File: src/drive_regmap_pkg.sv
// constants for the drive's serial-link register bank
// assumes a 16-bit register space reached by read, single write and multi write requests
package drive_regmap_pkg;

    // ************************************************************
    // register addresses
    // ************************************************************
    localparam logic [15:0] CMD_BLOCK_FIRST     = 16'h2400;
    localparam logic [15:0] CMD_BLOCK_LAST      = 16'h2403;
    localparam logic [15:0] MON_BLOCK_FIRST     = 16'h2420;
    localparam logic [15:0] MON_BLOCK_LAST      = 16'h242E;
    localparam logic [15:0] COMMAND_RESERVED    = 16'h2400;
    localparam logic [15:0] OPERATION_COMMAND   = 16'h2401;
    localparam logic [15:0] FREQUENCY_SETPOINT  = 16'h2402;
    localparam logic [15:0] TORQUE_SETPOINT     = 16'h2403;
    localparam logic [15:0] MONITOR_RESERVED    = 16'h2420;
    localparam logic [15:0] RUN_STATE_FLAGS     = 16'h2421;
    localparam logic [15:0] ACTIVE_FREQ_SP      = 16'h2422;
    localparam logic [15:0] OUTPUT_FREQ_VALUE   = 16'h2423;
    localparam logic [15:0] OUTPUT_CURR_VALUE   = 16'h2424;
    localparam logic [15:0] OUTPUT_VOLT_VALUE   = 16'h2425;
    localparam logic [15:0] BUS_VOLT_VALUE      = 16'h2426;
    localparam logic [15:0] ALARM_CODE          = 16'h2427;
    localparam logic [15:0] FAULT_CODE          = 16'h2428;
    localparam logic [15:0] TERMINAL_IO_FLAGS   = 16'h2429;
    localparam logic [15:0] ANALOG_IN_ONE       = 16'h242A;
    localparam logic [15:0] ANALOG_IN_TWO       = 16'h242B;
    localparam logic [15:0] MONITOR_RESERVED_B  = 16'h242C;
    localparam logic [15:0] ANALOG_OUT_ONE      = 16'h242D;
    localparam logic [15:0] ANALOG_OUT_TWO      = 16'h242E;

    // ************************************************************
    // field layouts and reset values
    // ************************************************************
    localparam int          OPCMD_RUN_BIT       = 0;
    localparam int          OPCMD_REVERSE_BIT   = 1;
    localparam int          OPCMD_EXT_FAULT_BIT = 2;
    localparam int          OPCMD_RESET_BIT     = 3;
    localparam int          OPCMD_TERM_LSB      = 8;
    localparam logic [15:0] OPCMD_WRITE_MASK    = 16'hFF0F;
    localparam int          TERM_RELAY_ONE_BIT  = 12;
    localparam int          TERM_RELAY_TWO_BIT  = 13;
    localparam int          TERM_AUX_OUT_BIT    = 14;
    localparam logic [15:0] OPCMD_RESET_VALUE   = 16'h0000;
    localparam logic [15:0] FREQ_RESET_VALUE    = 16'h0000;
    localparam logic [15:0] TORQUE_RESET_VALUE  = 16'h0000;

    // ************************************************************
    // function and exception codes, limits
    // ************************************************************
    localparam logic [7:0]  FUNC_READ_REGS      = 8'h03;
    localparam logic [7:0]  FUNC_WRITE_ONE      = 8'h06;
    localparam logic [7:0]  FUNC_WRITE_MULTI    = 8'h10;
    localparam logic [7:0]  FUNC_ERROR_FLAG     = 8'h80;
    localparam logic [7:0]  EXC_NONE            = 8'h00;
    localparam logic [7:0]  EXC_BAD_FUNCTION    = 8'h01;
    localparam logic [7:0]  EXC_BAD_ADDRESS     = 8'h02;
    localparam logic [7:0]  EXC_BAD_VALUE       = 8'h03;
    localparam logic [15:0] WRITE_MULTI_MAX     = 16'h0014;
    localparam logic [15:0] READ_MULTI_MAX      = 16'h000F;

    // ************************************************************
    // request engine states
    // ************************************************************
    typedef enum logic [1:0] {
        ST_IDLE,
        ST_READ,
        ST_WRITE
    } req_state_e;

endpackage : drive_regmap_pkg

File: src/drive_modbus_register_map.sv
// register bank of the drive as seen from the serial-link master
// assumes a framer on the same clock hands over decoded requests and sends the answers
// Summary of operation
// - command block COMMAND_RESERVED_WORD is read and written
// - monitor block MONITOR_RESERVED_WORD is read only
// - operation command: run, reverse, fault, reset, terminals
// - 2402H holds frequency command, 0.01 Hz
// - 2403H holds signed torque command, +-16384
// - status bits 0-4: run, reverse, hold, fault, alarm
// - status bits 5-10 further flags, 11-15 zero
// - 2423H reports output frequency, 0.01 Hz
// - 2424H reports output current, 0.1 A
// - 2425H reports output voltage, 0.1 V
// - 2426H reports bus voltage, 0.1 V
// - TERMINAL_IO_FLAGS reports input terminals, relays, auxiliary output
// - ANALOG_IN_ONE_VALUE reports first analogue input, 0-1000
// - ANALOG_IN_TWO_VALUE reports second analogue input, 0-1000
// - ANALOG_OUT_ONE_VALUE, ANALOG_OUT_TWO_VALUE report signed analogue outputs
// - 2427H holds alarm code, zero none
// - read 03H, single write 06H, echoed answers
// - multi write 10H, at most twenty words
// - errors answer function with bit 7, code
`timescale 1ns/1ps

module drive_modbus_register_map
    import drive_regmap_pkg::*;
#(
    parameter logic [15:0] WRITE_MAX = WRITE_MULTI_MAX,
    parameter logic [15:0] READ_MAX  = READ_MULTI_MAX
) (
    input  wire logic        i_clk_sys,
    input  wire logic        i_reset_n,
    // request from the framer
    input  wire logic        i_req_valid,
    input  wire logic [7:0]  i_req_func,
    input  wire logic [15:0] i_req_addr,
    input  wire logic [15:0] i_req_qty,
    input  wire logic [15:0] i_req_data,
    output logic             o_req_ready,
    // data words of a multi write
    input  wire logic        i_wr_valid,
    input  wire logic [15:0] i_wr_data,
    output logic             o_wr_ready,
    // answer header and read words
    output logic             o_rsp_valid,
    output logic [7:0]       o_rsp_func,
    output logic [15:0]      o_rsp_addr,
    output logic [15:0]      o_rsp_value,
    output logic             o_rsp_exception,
    output logic             o_rd_valid,
    output logic [15:0]      o_rd_addr,
    output logic [15:0]      o_rd_data,
    // local warning of a refused request
    output logic             o_communication_warning_display,
    output logic [7:0]       o_warning_code,
    // commands towards the drive
    output logic             o_run_cmd,
    output logic             o_reverse_cmd,
    output logic             o_option_card_external_fault,
    output logic             o_fault_reset_cmd,
    output logic [7:0]       o_terminal_force,
    output logic [15:0]      o_freq_setpoint,
    output logic [15:0]      o_torque_setpoint,
    // drive state to be monitored
    input  wire logic [10:0] i_run_state_flags,
    input  wire logic [15:0] i_active_freq,
    input  wire logic [15:0] i_output_freq,
    input  wire logic [15:0] i_output_current,
    input  wire logic [15:0] i_output_voltage,
    input  wire logic [15:0] i_bus_voltage,
    input  wire logic [4:0]  i_alarm_code,
    input  wire logic [6:0]  i_fault_code,
    input  wire logic [7:0]  i_input_terminals,
    input  wire logic        i_relay_one,
    input  wire logic        i_relay_two,
    input  wire logic        i_auxiliary_output_one,
    input  wire logic [15:0] i_analog_input_one,
    input  wire logic [15:0] i_analog_input_two,
    input  wire logic [15:0] i_analog_output_one,
    input  wire logic [15:0] i_analog_output_two
);

    // ************************************************************
    // state of the bank
    // ************************************************************
    typedef struct packed {
        req_state_e  st;
        logic [15:0] op_cmd;
        logic [15:0] freq_sp;
        logic [15:0] torque_sp;
        logic [15:0] addr;
        logic [15:0] left;
        logic        rsp_valid;
        logic [7:0]  rsp_func;
        logic [15:0] rsp_addr;
        logic [15:0] rsp_value;
        logic        rsp_exc;
        logic        rd_valid;
        logic [15:0] rd_addr;
        logic [15:0] rd_data;
        logic        warn;
        logic [7:0]  warn_code;
    } bank_s;

    localparam bank_s BANK_RESET = '{
        st:        ST_IDLE,
        op_cmd:    OPCMD_RESET_VALUE,
        freq_sp:   FREQ_RESET_VALUE,
        torque_sp: TORQUE_RESET_VALUE,
        addr:      16'h0000,
        left:      16'h0000,
        rsp_valid: 1'b0,
        rsp_func:  8'h00,
        rsp_addr:  16'h0000,
        rsp_value: 16'h0000,
        rsp_exc:   1'b0,
        rd_valid:  1'b0,
        rd_addr:   16'h0000,
        rd_data:   16'h0000,
        warn:      1'b0,
        warn_code: EXC_NONE
    };

    bank_s q;
    bank_s d;

    // ************************************************************
    // helpers
    // ************************************************************

    // whole span of qty words from addr lies in [lo, hi]
    function automatic logic span_ok(input logic [15:0] addr, input logic [15:0] qty,
                                     input logic [15:0] lo, input logic [15:0] hi);
        logic [16:0] last;
        last = {1'b0, addr} + {1'b0, qty} - 17'h00001;
        return (addr >= lo) && (last <= {1'b0, hi});
    endfunction : span_ok

    // store one word into the command block
    function automatic bank_s write_cmd(input bank_s s, input logic [15:0] addr,
                                        input logic [15:0] data);
        bank_s r;
        r = s;
        unique case (addr)
            OPERATION_COMMAND:  r.op_cmd    = data & OPCMD_WRITE_MASK;
            FREQUENCY_SETPOINT: r.freq_sp   = data;
            TORQUE_SETPOINT:    r.torque_sp = data;
            default:            r           = s;
        endcase
        return r;
    endfunction : write_cmd

    // value of one register as the master sees it
    function automatic logic [15:0] read_word(input logic [15:0] addr);
        logic [15:0] v;
        v = 16'h0000;
        unique case (addr)
            OPERATION_COMMAND:  v = q.op_cmd;
            FREQUENCY_SETPOINT: v = q.freq_sp;
            TORQUE_SETPOINT:    v = q.torque_sp;
            RUN_STATE_FLAGS:    v = {5'h00, i_run_state_flags};
            ACTIVE_FREQ_SP:     v = i_active_freq;
            OUTPUT_FREQ_VALUE:  v = i_output_freq;
            OUTPUT_CURR_VALUE:  v = i_output_current;
            OUTPUT_VOLT_VALUE:  v = i_output_voltage;
            BUS_VOLT_VALUE:     v = i_bus_voltage;
            ALARM_CODE:         v = {11'h000, i_alarm_code};
            FAULT_CODE:         v = {9'h000, i_fault_code};
            TERMINAL_IO_FLAGS: begin
                v[7:0]               = i_input_terminals;
                v[TERM_RELAY_ONE_BIT] = i_relay_one;
                v[TERM_RELAY_TWO_BIT] = i_relay_two;
                v[TERM_AUX_OUT_BIT]   = i_auxiliary_output_one;
            end
            ANALOG_IN_ONE:      v = i_analog_input_one;
            ANALOG_IN_TWO:      v = i_analog_input_two;
            ANALOG_OUT_ONE:     v = i_analog_output_one;
            ANALOG_OUT_TWO:     v = i_analog_output_two;
            default:            v = 16'h0000;
        endcase
        return v;
    endfunction : read_word

    // ************************************************************
    // request engine
    // ************************************************************

    // next state of the whole bank
    always_comb begin
        logic [7:0] exc;
        exc         = EXC_NONE;
        d           = q;
        d.rsp_valid = 1'b0;
        d.rd_valid  = 1'b0;
        unique case (q.st)
            ST_IDLE: begin
                if (i_req_valid) begin
                    d.rsp_func  = i_req_func;
                    d.rsp_addr  = i_req_addr;
                    d.rsp_exc   = 1'b0;
                    d.addr      = i_req_addr;
                    d.left      = i_req_qty;
                    if (i_req_func == FUNC_READ_REGS) begin
                        if (i_req_qty == 16'h0000 || i_req_qty > READ_MAX) begin
                            exc = EXC_BAD_VALUE;
                        end else if (!span_ok(i_req_addr, i_req_qty, CMD_BLOCK_FIRST,
                                              CMD_BLOCK_LAST) &&
                                     !span_ok(i_req_addr, i_req_qty, MON_BLOCK_FIRST,
                                              MON_BLOCK_LAST)) begin
                            exc = EXC_BAD_ADDRESS;
                        end else begin
                            d.rsp_valid = 1'b1;
                            d.rsp_value = {i_req_qty[14:0], 1'b0};
                            d.st        = ST_READ;
                        end
                    end else if (i_req_func == FUNC_WRITE_ONE) begin
                        if (!span_ok(i_req_addr, 16'h0001, CMD_BLOCK_FIRST,
                                     CMD_BLOCK_LAST)) begin
                            exc = EXC_BAD_ADDRESS;
                        end else begin
                            d           = write_cmd(d, i_req_addr, i_req_data);
                            d.rsp_valid = 1'b1;
                            d.rsp_value = i_req_data;
                        end
                    end else if (i_req_func == FUNC_WRITE_MULTI) begin
                        if (i_req_qty == 16'h0000 || i_req_qty > WRITE_MAX) begin
                            exc = EXC_BAD_VALUE;
                        end else if (!span_ok(i_req_addr, i_req_qty, CMD_BLOCK_FIRST,
                                              CMD_BLOCK_LAST)) begin
                            exc = EXC_BAD_ADDRESS;
                        end else begin
                            d.rsp_value = i_req_qty;
                            d.st        = ST_WRITE;
                        end
                    end else begin
                        exc = EXC_BAD_FUNCTION;
                    end
                    // refused request: flagged function, code, local warning
                    if (exc != EXC_NONE) begin
                        d.rsp_valid = 1'b1;
                        d.rsp_exc   = 1'b1;
                        d.rsp_func  = i_req_func | FUNC_ERROR_FLAG;
                        d.rsp_value = {8'h00, exc};
                        d.warn      = 1'b1;
                        d.warn_code = exc;
                    end else begin
                        d.warn      = 1'b0;
                        d.warn_code = EXC_NONE;
                    end
                end
            end
            ST_READ: begin
                // one word per cycle, incrementing address
                d.rd_valid = 1'b1;
                d.rd_addr  = q.addr;
                d.rd_data  = read_word(q.addr);
                d.addr     = q.addr + 16'h0001;
                d.left     = q.left - 16'h0001;
                if (q.left == 16'h0001) begin
                    d.st = ST_IDLE;
                end
            end
            ST_WRITE: begin
                // one data word taken per accepted strobe
                if (i_wr_valid) begin
                    d      = write_cmd(d, q.addr, i_wr_data);
                    d.addr = q.addr + 16'h0001;
                    d.left = q.left - 16'h0001;
                    if (q.left == 16'h0001) begin
                        d.st        = ST_IDLE;
                        d.rsp_valid = 1'b1;
                    end
                end
            end
        endcase
    end

    // register the bank
    always_ff @(posedge i_clk_sys) begin
        if (!i_reset_n) begin
            q <= BANK_RESET;
        end else begin
            q <= d;
        end
    end

    // ************************************************************
    // outputs
    // ************************************************************

    // handshakes from state, data from flops
    assign o_req_ready                     = (q.st == ST_IDLE);
    assign o_wr_ready                      = (q.st == ST_WRITE);
    assign o_rsp_valid                     = q.rsp_valid;
    assign o_rsp_func                      = q.rsp_func;
    assign o_rsp_addr                      = q.rsp_addr;
    assign o_rsp_value                     = q.rsp_value;
    assign o_rsp_exception                 = q.rsp_exc;
    assign o_rd_valid                      = q.rd_valid;
    assign o_rd_addr                       = q.rd_addr;
    assign o_rd_data                       = q.rd_data;
    assign o_communication_warning_display = q.warn;
    assign o_warning_code                  = q.warn_code;

    // command fields to the drive
    assign o_run_cmd                    = q.op_cmd[OPCMD_RUN_BIT];
    assign o_reverse_cmd                = q.op_cmd[OPCMD_REVERSE_BIT];
    assign o_option_card_external_fault = q.op_cmd[OPCMD_EXT_FAULT_BIT];
    assign o_fault_reset_cmd            = q.op_cmd[OPCMD_RESET_BIT];
    assign o_terminal_force             = q.op_cmd[OPCMD_TERM_LSB +: 8];
    assign o_freq_setpoint              = q.freq_sp;
    assign o_torque_setpoint            = q.torque_sp;

    // ************************************************************
    // checks
    // ************************************************************

    freq_readback_a: assert property (@(posedge i_clk_sys) disable iff (!i_reset_n)
        (o_rsp_valid && !o_rsp_exception && o_rsp_func == FUNC_WRITE_ONE &&
         o_rsp_addr == FREQUENCY_SETPOINT) |-> (o_freq_setpoint == o_rsp_value))
        else $error("frequency write not stored");

    monitor_write_a: assert property (@(posedge i_clk_sys) disable iff (!i_reset_n)
        (o_req_ready && i_req_valid && i_req_func == FUNC_WRITE_ONE &&
         i_req_addr >= MON_BLOCK_FIRST && i_req_addr <= MON_BLOCK_LAST)
        |=> (o_rsp_valid && o_rsp_exception && $stable(o_freq_setpoint)))
        else $error("monitor write not refused");

    opcmd_reserved_a: assert property (@(posedge i_clk_sys) disable iff (!i_reset_n)
        (o_rd_valid && o_rd_addr == OPERATION_COMMAND) |-> (o_rd_data[7:4] == 4'h0))
        else $error("reserved command bits not zero");

    error_answer_a: assert property (@(posedge i_clk_sys) disable iff (!i_reset_n)
        (o_rsp_valid && o_rsp_exception)
        |-> (o_rsp_func[7] && o_communication_warning_display &&
             o_rsp_value[7:0] == o_warning_code))
        else $error("error answer malformed");

    multi_limit_a: assert property (@(posedge i_clk_sys) disable iff (!i_reset_n)
        (o_req_ready && i_req_valid && i_req_func == FUNC_WRITE_MULTI && i_req_qty > WRITE_MAX)
        |=> (o_rsp_valid && o_rsp_value == {8'h00, EXC_BAD_VALUE}))
        else $error("oversize multi write accepted");

    read_stream_a: assert property (@(posedge i_clk_sys) disable iff (!i_reset_n)
        (o_rsp_valid && !o_rsp_exception && o_rsp_func == FUNC_READ_REGS)
        |=> (o_rd_valid && o_rd_addr == $past(o_rsp_addr)))
        else $error("read words do not follow header");

    status_reserved_a: assert property (@(posedge i_clk_sys) disable iff (!i_reset_n)
        (o_rd_valid && o_rd_addr == RUN_STATE_FLAGS)
        |-> (o_rd_data == {5'h00, $past(i_run_state_flags)}))
        else $error("status word wrong");

    terminal_map_a: assert property (@(posedge i_clk_sys) disable iff (!i_reset_n)
        (o_rd_valid && o_rd_addr == TERMINAL_IO_FLAGS)
        |-> (o_rd_data[7:0] == $past(i_input_terminals) &&
             o_rd_data[TERM_AUX_OUT_BIT] == $past(i_auxiliary_output_one) &&
             o_rd_data[11:8] == 4'h0 && !o_rd_data[15]))
        else $error("terminal word wrong");

    reserved_word_a: assert property (@(posedge i_clk_sys) disable iff (!i_reset_n)
        (o_rd_valid && (o_rd_addr == COMMAND_RESERVED || o_rd_addr == MONITOR_RESERVED ||
                        o_rd_addr == MONITOR_RESERVED_B)) |-> (o_rd_data == 16'h0000))
        else $error("reserved word not zero");

endmodule : drive_modbus_register_map

File: config.mk
export PLATFORM = sky130hd
export DESIGN_NAME = drive_modbus_register_map
export DESIGN_NICKNAME = d
export VERILOG_FILES = /design/src/drive_regmap_pkg.sv /design/src/drive_modbus_register_map.sv
export SDC_FILE = /design/constraint.sdc
export NUM_CORES = 1
export LEC_CHECK = 0
export ABC_AREA = 1
export BUFFER_PORTS_ARGS = -buffer_cell sky130_fd_sc_hd__buf_2
export CORE_MARGIN = 8
export CORE_UTILIZATION = 38
export CTS_CLUSTER_SIZE = 10
export DETAILED_ROUTE_END_ITERATION = 8
export RECOVER_POWER = 50
export SLEW_MARGIN = 20
export SYNTH_ARGS = -nofsm -noshare
export SYNTH_HDL_FRONTEND = slang
export SYNTH_SLANG_ARGS = --single-unit
File: constraint.sdc
create_clock -name i_clk_sys -period 3.95 [get_ports i_clk_sys]
set_input_delay 0.395 -clock i_clk_sys [delete_from_list [all_inputs] [get_ports i_clk_sys]]
set_output_delay 0.395 -clock i_clk_sys [all_outputs]
set_load 0.05 [all_outputs]
==> flow_summary.ini <==
[synthesis]
synthTopCellsByCount = 272 x nand2_1, 264 x inv_1, 168 x a21oi_1, 156 x dfxtp_1, 124 x o21ai_0
synth_top_cell_area_share = 0.271
synth_xor_area_frac = 0.00456
ys_seq_elements = 156
yosys.area_share.simple = 0.235
yosys-top-cells-area = dfxtp_1 27%, nand2_1 8.9%, inv_1 8.6%
synth_ff_type = dfxtp_1
avgSynthCellArea_um2 = 6.70
synth_top_family_by_area = compound AO/OA/AOI/OAI gates
syn_area_mm2 = 0.0115
yosysMostFrequentCell = nand2_1
yosysUniqueCellTypes = 60
synth_compound_area_frac = 0.248
synth_mux_area_frac = 0
yosys.area.top_type = dfxtp_1
ys_seq_area_frac = 0.271
synth-adder-area-share = 0.0452
synthArstFlopShare = 0
syn_inst = 1718
ys_warn_count = 0
synth_edf_count = 0

[floorplan]
die_width_um = 190
die_area_mm2 = 0.0361
placementRows = 63
initial_core_util = 0.388
die_y_um = 190
coreArea_mm2 = 0.0297
pin_count = 384

[pwr]
clkPwrFrac = 0.364
comb_power_share = 0.276
swShare = 0.369
ir_drop_mv = 0.222
leakagePower_nw = 6.25
p_int_w = 0.00306
switchingPower_w = 0.00179
power.density_mw_per_mm2 = 363
seq_power_share = 0.360

[sta]
setup_tns_ns = 0
period_share = 0.782
whs_ns = 0.232
fmax_mhz = 324
maxSlewViolCount = 0
worst_pin_slew_ns = 1.01
rsz0062_at_grt = false
fin_skew_ns = 0.0119
max_slew_margin = 0.328
setup_viol = 0
layout_min_cycle_time_ns = 3.09
finalHoldViolations = 0

[drt]
ant_nets = 0
viasPerCell = 5.41
vias = 12751
totalWireLength_um = 48600
drc = 0
dr.first_iter.drc_count = 1273
wl_per_cell_um = 20.6
firstDrtPassIters = 5

[critical_path]
path_class = register to register
rrSetupSlack_ns = 0.86
crit_end = o_rd_data[0]
reg2reg_to = o_rd_data[0]
slowest_stage = nor4_1
start_kind = register
critPathLaunch = q[101]
critPathMaxStageDelay_ns = 0.70
path_cells = inv_1 > ha_1 > inv_1 > nor2_1 > nand3_1 > clkinv_1 > a22o_1 > nor4_1 > nand2_1 > nand3_1 > a21oi_1
r2r-start = q[101]
worstPathArrival_ns = 3.38
r2r_cells = 11
crit_required_ns = 4.25
cp_max_fo = 9
end_kind = register

[placed_design]
dp.final_hpwl_um = 39200
io_buffers = 377
gp_congestion = 0.939

[run_status]
outcome = complete, no violations

[clock_network]
htreeDepth = 4
hold_buffers = 0
clk_pin_slew_ns = 0.07
ctsResizeCount = 0
cts-root-buf = clkbuf_16
clock-sinks = 156
cts_inserted_buffers = 17
cts_buffer_depth = 2
cts_setup_buffers = 0
cts_tree = built
clk_latency_ns = 0.44

[global_routing]
grt_overflow = 0
grt_pass1_wl_um = 72300
grt_max_degree = 93
antenna_found_initial = 2
grt_pass1_vias = 11834
grt_usage = 0.256

[finish]
syn_to_final_growth_pct = 16.1
fillerInstances = 3220
final_nets = 2246
layout-drive-gt1-share = 0.193

[hold_path]
hold_class = input port to register
hold_depth = 3

[run]
maxCapViolCount = 0
[worst min path at each step]
stage                              from  slack [ns]       endpoint
after floorplan            o_rd_addr[0]        0.45   o_rd_addr[0]
after global placement     o_rd_data[2]        0.45   o_rd_data[2]
after detailed placement   o_rd_data[9]        0.45   o_rd_data[9]
after CTS                 i_req_func[3]        0.22  o_rsp_func[3]
after global routing      i_req_func[3]        0.24  o_rsp_func[3]
final                     i_req_func[3]        0.23  o_rsp_func[3]
[power by group through the flow]
stage	clock [W]	combinational, W	sequential [W]
after floorplan	0	0.000976	0.00177
after global placement	0	0.00134	0.00178
after detailed placement	0	0.00135	0.00178
after CTS	0.00178	0.00135	0.00174
after global routing	0.00186	0.00147	0.00176
final	0.00177	0.00134	0.00175
[final cells by class]
cell class	instances	area (µm²)	area share
multi-input cells	1096	6180	0.462
diodes	2	5.00	0.000374
inverters	278	1050	0.0784
clock buffers	20	467	0.0349
flip-flops and latches	156	3120	0.234
clock inverters	12	150	0.0112
repair buffers	402	1910	0.143
well taps	390	488	0.0365
[metrics by stage]
stage          setup slack [ns]  instance area (µm²)  utilization  power, W  instances
2_1_floorplan              1.03                11500            -   0.00274       1723
3_3_place_gp              0.595                12900        0.435   0.00312       2322
3_5_place_dp              0.544                12900        0.435   0.00312       2322
4_1_cts                   0.969                13500        0.455   0.00488       2354
5_1_grt                   0.643                13400        0.450   0.00510       2355
6_report                  0.863                13400        0.450   0.00485       2356
[sequential cells by signal (all words and copies together) (netlist names), 8 cells and up]
register	count
o_rd_data	16
o_rsp_value	16
o_rd_addr	16
o_freq_setpoint	16
o_rsp_addr	16
o_rsp_func	8
o_terminal_force	8
o_torque_setpoint	16
q	34
[routing by layer]
layer  share of wire  GRT usage  wire length, µm
met1            0.43      0.341            21100
met2            0.45      0.404            22000
met3           0.085     0.0560             4130
met4           0.028     0.0815             1380
met5         0.00016          0                8
[cells by family after synthesis]
kind of cell | Yosys count
simple gates | 584
buf+inv | 471
compound gates | 459
flops | 156
fa+ha+maj | 41
xor+xnor | 6
other cells | 1
[layout by cell type (no fill, tap or decap), types with 24 or more instances in the layout]
| master | synthesis | routed |
|---|---|---|
| nand2_1 | 272 | 272 |
| inv_1 | 264 | 264 |
| buf_2 | 13 | 253 |
| a21oi_1 | 168 | 168 |
| dfxtp_1 | 156 | 156 |
| clkbuf_1 | 50 | 125 |
| o21ai_0 | 124 | 124 |
| nand3_1 | 100 | 100 |
| nor2_1 | 99 | 99 |
| ha_1 | 40 | 40 |
| a221oi_1 | 34 | 34 |
| nand4_1 | 32 | 32 |
| o22ai_1 | 25 | 24 |
[critical path, delay by kind of cell, from the launching register on]
kind,cells,cell delay (ns)
simple gates,5,1.26
buf+inv,3,0.59
flops,1,0.44
compound gates,2,0.40
fa+ha+maj,1,0.23
Power figures use the tool's default switching activity.
